<file path="config.mk">
export PLATFORM = sky130hd
export DESIGN_NAME = pbc4_counter
export DESIGN_NICKNAME = d
export VERILOG_FILES = /design/src/rtl/pbc4_pkg.sv /design/src/rtl/pbc4_mode_decode.sv /design/src/rtl/pbc4_counter.sv
export VERILOG_INCLUDE_DIRS = /design/src /design/src/rtl
export SDC_FILE = /design/constraint.sdc
export NUM_CORES = 1
export LEC_CHECK = 0
export BUFFER_PORTS_ARGS = -buffer_cell sky130_fd_sc_hd__buf_4
export CORE_AREA = 2 2 39 41
export DETAILED_ROUTE_END_ITERATION = 10
export DIE_AREA = 0 0 41 43
export GPL_TIMING_DRIVEN = 1
export SETUP_SLACK_MARGIN = 0.5
export SYNTH_ARGS = -nofsm -noshare
export SYNTH_HDL_FRONTEND = slang
export SYNTH_SLANG_ARGS = --single-unit
</file>
<file path="constraint.sdc">
create_clock -name mclk -period 1.1 [get_ports mclk]
set_input_delay 0.055 -clock mclk [delete_from_list [all_inputs] [get_ports mclk]]
set_output_delay 0.055 -clock mclk [all_outputs]
set_load 0.01 [all_outputs]
</file>
<file path="src/rtl/pbc4_map.svh">
/*
  Constants of the four-bit presettable binary counter: width, reset
  value, count step and terminal state.
  Assumes nothing; definitions only, safe to include more than once.
*/
`ifndef PBC4_MAP_SVH
`define PBC4_MAP_SVH

`define PBC4_WIDTH       4
`define PBC4_RESET_VALUE 4'h0
`define PBC4_STEP        4'h1
`define PBC4_ALL_ONES    4'hf

`endif

</file>
<file path="src/rtl/pbc4_pkg.sv">
/*
  Types shared by the counter top and its mode decoder.
  Assumes pbc4_map.svh is reachable on the include path.
*/
`include "pbc4_map.svh"

package pbc4_pkg;

  typedef logic [`PBC4_WIDTH-1:0] pbc4_count_t;

  // Operation picked for the next clock edge
  typedef enum logic [1:0] {
    PBC4_MODE_CLEAR,
    PBC4_MODE_LOAD,
    PBC4_MODE_COUNT,
    PBC4_MODE_HOLD
  } pbc4_mode_t;

endpackage

</file>
<file path="src/rtl/pbc4_mode_decode.sv">
/*
  Priority decoder that picks the counter's operation for the next edge.
  Assumes the caller has already folded the clear variant into
  sync_clear_act; all inputs are synchronous to the counter clock.
*/
`timescale 1ns/1ps

module pbc4_mode_decode (
  input  wire logic              sync_clear_act,
  input  wire logic              load_select_n,
  input  wire logic              parallel_count_gate,
  input  wire logic              trickle_count_gate,
  output pbc4_pkg::pbc4_mode_t   mode
);
  import pbc4_pkg::*;

  always_comb begin
    if (sync_clear_act) begin
      mode = PBC4_MODE_CLEAR;
    end else if (!load_select_n) begin
      mode = PBC4_MODE_LOAD;
    end else if (parallel_count_gate && trickle_count_gate) begin
      mode = PBC4_MODE_COUNT;
    end else begin
      mode = PBC4_MODE_HOLD;
    end
  end

endmodule

</file>
<file path="src/rtl/pbc4_counter.sv">
/*
  Four-bit synchronous presettable binary up-counter with clear, load,
  count and hold, two count gates and a terminal-carry output.
  Assumes all control and data inputs are synchronous to mclk, except
  async_clear_n in the asynchronous clear build, which must be released
  clear of a clock edge by the surrounding logic.
*/
`timescale 1ns/1ps


module pbc4_counter #(
  parameter bit ASYNC_CLEAR = 1'b0
) (
  input  wire logic                  mclk,
  input  wire logic                  rst,
  input  wire logic                  async_clear_n,
  input  wire logic                  sync_clear_n,
  input  wire logic                  load_select_n,
  input  wire logic                  parallel_count_gate,
  input  wire logic                  trickle_count_gate,
  input  wire pbc4_pkg::pbc4_count_t preset_inputs,
  output pbc4_pkg::pbc4_count_t      count_outputs,
  output logic                       terminal_carry_out
);
  import pbc4_pkg::*;

  pbc4_mode_t  mode;
  pbc4_count_t cnt_r;
  pbc4_count_t cnt_nxt;
  logic        sync_clear_act;
  logic        async_clear_act;

  // Only one clear input is live, chosen by the build variant
  assign sync_clear_act  = !ASYNC_CLEAR && !sync_clear_n;
  assign async_clear_act = ASYNC_CLEAR && !async_clear_n;

  pbc4_mode_decode u_decode (
    .sync_clear_act      (sync_clear_act),
    .load_select_n       (load_select_n),
    .parallel_count_gate (parallel_count_gate),
    .trickle_count_gate  (trickle_count_gate),
    .mode                (mode)
  );

  always_comb begin
    case (mode)
      PBC4_MODE_CLEAR: begin
        cnt_nxt = `PBC4_RESET_VALUE;
      end
      PBC4_MODE_LOAD: begin
        cnt_nxt = preset_inputs;
      end
      PBC4_MODE_COUNT: begin
        // Four-bit sum drops the carry, so all ones wraps to zero
        cnt_nxt = pbc4_count_t'(cnt_r + `PBC4_STEP);
      end
      PBC4_MODE_HOLD: begin
        cnt_nxt = cnt_r;
      end
      default: begin
        cnt_nxt = cnt_r;
      end
    endcase
    if (rst) begin
      cnt_nxt = `PBC4_RESET_VALUE;
    end
  end

  generate
    if (ASYNC_CLEAR) begin : g_async_clear
      always_ff @(posedge mclk or negedge async_clear_n) begin
        if (!async_clear_n) begin
          cnt_r <= `PBC4_RESET_VALUE;
        end else begin
          cnt_r <= cnt_nxt;
        end
      end
    end else begin : g_sync_clear
      always_ff @(posedge mclk) begin
        cnt_r <= cnt_nxt;
      end
    end
  endgenerate

  assign count_outputs = cnt_r;

  // Combinational from the trickle gate; may glitch while decoding
  assign terminal_carry_out = trickle_count_gate
                              && (cnt_r == `PBC4_ALL_ONES);

  // Checks

  a_edge_cause: assert property (
    @(posedge mclk) disable iff (rst)
    !$stable(count_outputs) |->
      ($past(mode) != PBC4_MODE_HOLD) || $past(rst)
      || $past(async_clear_act) || async_clear_act
  ) else $error("count changed without a clocked cause");

  a_load_copy: assert property (
    @(posedge mclk) disable iff (rst || async_clear_act)
    (!load_select_n && !sync_clear_act) |=>
      (count_outputs == $past(preset_inputs))
  ) else $error("load did not copy preset inputs");

  a_async_zero: assert property (
    @(posedge mclk) disable iff (rst)
    async_clear_act |->
      (count_outputs == `PBC4_RESET_VALUE) && !terminal_carry_out
  ) else $error("asynchronous clear left count or carry high");

  a_sync_zero: assert property (
    @(posedge mclk) disable iff (rst || async_clear_act)
    sync_clear_act |=>
      (count_outputs == `PBC4_RESET_VALUE) ##0 !terminal_carry_out
  ) else $error("synchronous clear did not zero the count");

  a_clear_over_load: assert property (
    @(posedge mclk) disable iff (rst || async_clear_act)
    (sync_clear_act && !load_select_n
     && (preset_inputs != `PBC4_RESET_VALUE)) |=>
      (count_outputs == `PBC4_RESET_VALUE)
  ) else $error("load won over synchronous clear");

  a_load_over_count: assert property (
    @(posedge mclk) disable iff (rst || async_clear_act)
    (!sync_clear_act && !load_select_n
     && parallel_count_gate && trickle_count_gate) |=>
      (count_outputs == $past(preset_inputs))
  ) else $error("count won over load");

  a_count_step: assert property (
    @(posedge mclk) disable iff (rst || async_clear_act)
    (!sync_clear_act && load_select_n
     && parallel_count_gate && trickle_count_gate) |=>
      (count_outputs == pbc4_count_t'($past(count_outputs) + `PBC4_STEP))
  ) else $error("counter did not advance by one");

  a_hold_value: assert property (
    @(posedge mclk) disable iff (rst || async_clear_act)
    (!sync_clear_act && load_select_n
     && !(parallel_count_gate && trickle_count_gate))
    ##1 (!sync_clear_act && load_select_n
     && !(parallel_count_gate && trickle_count_gate)) |=>
      $stable(count_outputs) && (count_outputs == $past(count_outputs, 2))
  ) else $error("counter moved while held");

  a_carry_full: assert property (
    @(posedge mclk) disable iff (rst)
    terminal_carry_out |->
      (count_outputs == `PBC4_ALL_ONES) && trickle_count_gate
  ) else $error("carry high away from all ones");

  a_carry_set: assert property (
    @(posedge mclk) disable iff (rst)
    (trickle_count_gate && (count_outputs == `PBC4_ALL_ONES))
      |-> terminal_carry_out
  ) else $error("carry low at all ones with trickle high");

  a_carry_gate: assert property (
    @(posedge mclk) disable iff (rst)
    (count_outputs == `PBC4_ALL_ONES) && $fell(trickle_count_gate)
      |-> !terminal_carry_out
  ) else $error("carry did not drop with the trickle gate");

  a_wrap_zero: assert property (
    @(posedge mclk) disable iff (rst || async_clear_act)
    (terminal_carry_out && parallel_count_gate
     && load_select_n && !sync_clear_act) |=>
      (count_outputs == `PBC4_RESET_VALUE) && !terminal_carry_out
  ) else $error("all ones did not wrap to zero");

  a_reset_zero: assert property (
    @(posedge mclk)
    rst |=> (count_outputs == `PBC4_RESET_VALUE)
  ) else $error("reset did not zero the count");

  a_gate_hold: assert property (
    @(posedge mclk) disable iff (rst || async_clear_act)
    (!sync_clear_act && load_select_n && !parallel_count_gate) |=>
      $stable(count_outputs)
  ) else $error("counter moved with the parallel gate low");

  a_trickle_hold: assert property (
    @(posedge mclk) disable iff (rst || async_clear_act)
    (!sync_clear_act && load_select_n && !trickle_count_gate) |=>
      $stable(count_outputs)
  ) else $error("counter moved with the trickle gate low");

  c_wrap: cover property (
    @(posedge mclk) disable iff (rst)
    (count_outputs == `PBC4_ALL_ONES) && (mode == PBC4_MODE_COUNT)
    ##1 (count_outputs == `PBC4_RESET_VALUE)
  );

  c_load: cover property (
    @(posedge mclk) disable iff (rst)
    (mode == PBC4_MODE_LOAD) && (preset_inputs == `PBC4_ALL_ONES)
  );

  c_sync_clear: cover property (
    @(posedge mclk) disable iff (rst)
    sync_clear_act && (count_outputs != `PBC4_RESET_VALUE)
  );

  c_carry_gated: cover property (
    @(posedge mclk) disable iff (rst)
    (count_outputs == `PBC4_ALL_ONES) && !trickle_count_gate
  );

  c_async_clear: cover property (
    @(posedge mclk)
    async_clear_act && !load_select_n
  );

endmodule

</file>
==> flow_summary.yaml <==
sta:
  slew_viol_final: 0
  timing.final.hold_violations: 0
  worst_pin_slew_ns: 0.206
  timing.final.crit_share: 0.982
  rsz0062_at_grt: "yes"
  finClkSkew_ns: 0.00389
  final-setup-viol-count: 0
  period_minus_slack_ns: 1.08
  relSlewSlack: 0.859
  max_freq_mhz: 926
critical_path:
  arrival_ns: 1.02
  r2r_cells: 5
  path_cells: "ha_4, and4_4, buf_6"
  cp_top_family: "flip-flops"
  critPathLaunchType: "flop"
  cp-end-kind: "primary output"
  path_buf_inv: 1
  max_stage_delay_ns: 0.35
  r2r_start: "count_outputs[1]"
  cpMaxStageDelayCell: "dfxtp_4"
  cp.required_ns: 1.04
  worst_r2r_endpoint: "count_outputs[3]"
  critPathCapture: "terminal_carry_out"
  worstPathMaxFanout: 4
  path_depth: 3
  r2r_slack_ns: 0.11
  crit_type: "reg2out"
  startpoint: "count_outputs[1]"
clock_tree:
  clockBufferDepth: 2
  cts_root_buffer: "clkbuf_4"
  numClockSinks: 4
  holdBufCountCts: 0
  cts_tree: "done"
  clkTransAtPathRegs_ns: 0.04
  worstSkewPairLatency_ns: 0.24
  cts_htree_levels: 1
  cts-buffers-inserted: 3
layout:
  drive_gt1_frac: 0.712
  finalNetCount: 65
  synthToLayoutAreaGrowth_pct: 100
  largest_reg_flops: 4
  fillCellCount: 146
  area.sequential_um2: 95.1
  multiInputGateArea_um2: 226
  antennaDiodeCount: 0
  fin_cells: 68
  final_cell_area_um2: 533
synthesis:
  mappedNetlistNets: 42
  synth_cell_types: 20
  synth_edf_count: 0
  synth_top_family_by_area: "simple AND/OR/NAND/NOR gates"
  syn_area_um2: 267
  synth-main-ff-cell: "dfxtp_1"
  synth_commonest_cells: "dfxtp_1, nand2_1, nor2_1"
  synth_xor_xnor_area_share: 0.0329
  synth-simple-area-share: 0.366
  synth_top_cell_area_share: 0.300
  ys_warn_count: 0
  muxShareOfSynthArea: 0.0376
  ys_seq_area_frac: 0.300
  syn_inst: 30
  async_flop_share: 0
  synth_fa_ha_area_frac: 0.0469
  synth_most_common_cell: "dfxtp_1"
  synth-compound-area-share: 0.174
  synth-seq-cells: 4
  synth_largest_area_cell: "dfxtp_1"
  synth.avg_cell_area_um2: 8.88
  yosys-top-cells-area: "dfxtp_1, nor2b_4, ha_1, nand4_1, nor3b_2"
grt:
  grt_pass1_vias: 278
  grt_overflow: 0
  track_usage: 0.0994
  grt_first_pass_wirelength_mm: 1.12
  grt_max_degree: 10
  grt_antenna_before_repair: 0
power_and_ir_drop:
  internal_power_mw: 0.346
  leakage_nw: 0.212
  switching_share: 0.257
  power_frac_comb: 0.235
  p_switching_mw: 0.120
  peakVddDrop_v: 0.000637
  seqPwrFrac: 0.334
  p_total_mw: 0.466
  power.clock.fraction: 0.430
  power_per_cell_area_nw_per_um2: 874
floorplanning:
  die_y_um: 43
  num_rows: 14
  io-pin-count: 16
  dieArea_um2: 1760
  initial_core_util: 0.193
  dieWidth_um: 41
  fp.coreArea_um2: 1380
drt:
  wire_per_inst_um: 11.6
  drcViolationCount: 0
  num_vias: 313
  finalWirelength_um: 788
  firstDrtPassIters: 1
  drt_iter0_drc: 0
  viasPerCell: 4.60
  ant_nets: 0
min_path:
  hold_path_class: "in2reg"
place:
  placed_area_um2: 412
  gp_congestion: 0.703
  dpl.cell_count: 59
  port_buffers: 14
flow_run:
  cap_violations: 0
outcome:
  status: "finished, final reports clean"
cell type report:
class | instances | area share
multi-input cells | 25 | 0.425
repair buffers | 19 | 0.310
flip-flops and latches | 4 | 0.178
clock buffers | 4 | 0.0493
well taps | 16 | 0.0376
worst min-delay path by stage:
stage	depth (start not counted)	to	startpoint
after global placement	2	count_outputs[0]	load_select_n
final	2	count_outputs[0]	load_select_n
after CTS	2	count_outputs[0]	load_select_n
after detailed placement	2	count_outputs[0]	load_select_n
after global routing	2	count_outputs[0]	load_select_n
after floorplan	2	count_outputs[1]	trickle_count_gate
cells in the final DEF (no fill, tap or decap), types with 2 or more instances in the layout:
cell	n
nor3_2	2
nand2_1	2
buf_4	13
clkbuf_4	3
nor2_1	3
buf_6	6
dfxtp_4	4
nand4_1	2
cells by family (layout without fill, tap and decap cells):
kind of cell / Yosys count / in the layout
flip-flops: 4 / 4
XOR/XNOR: 1 / 1
adder cells (fa/ha/maj): 1 / 1
buffers and inverters: 1 / 23
multiplexers: 1 / 1
AND/OR/NAND/NOR: 16 / 16
AO/OA/AOI/OAI: 6 / 6
through the flow:
stage / hold WS, ns / TNS [ns] / setup WS (ns) / util
floorplan: 0.204 / 0 / 0.181 / -
global placement: 0.319 / 0 / 0.123 / 0.297
detailed placement: 0.320 / 0 / 0.120 / 0.297
CTS: 0.0706 / 0 / 0.00952 / 0.347
global route: 0.0868 / -0.0247 / -0.0247 / 0.385
finish: 0.0848 / 0 / 0.0201 / 0.385
power groups by stage:
| stage | Sequential (mW) | Clock (mW) | Combinational (mW) |
|---|---|---|---|
| CTS | 0.155 | 0.209 | 0.0959 |
| finish | 0.156 | 0.200 | 0.110 |
| global placement | 0.161 | 0 | 0.0846 |
| global route | 0.156 | 0.232 | 0.118 |
| detailed placement | 0.161 | 0 | 0.0858 |
| floorplan | 0.163 | 0 | 0.0402 |
metal layers:
layer  vias up  routed length [um]  GRT usage
li1        159                   -          -
met1       145                 299      0.103
met2         9                 432      0.144
met3         0                  55     0.0942
met4         0                   0     0.0200
met5         -                   0          0
worst reg2reg max path, cell delays in order (launching register included):
cell     delay, ns
dfxtp_4       0.35
buf_4         0.13
buf_6         0.12
nand3_4       0.06
nand4_1       0.07
nor3b_2       0.15
timing repair:
| item | 4_1_cts | 5_1_grt |
|---|---|---|
| endpoints found under the setup margin | 9 | 9 |
| endpoints found under the hold margin | 0 | 0 |
| setup buffers | 3 | 2 |
| pin swaps | 2 | 6 |
| resized for setup | 6 | 8 |
(Power assumes the default switching activity.)
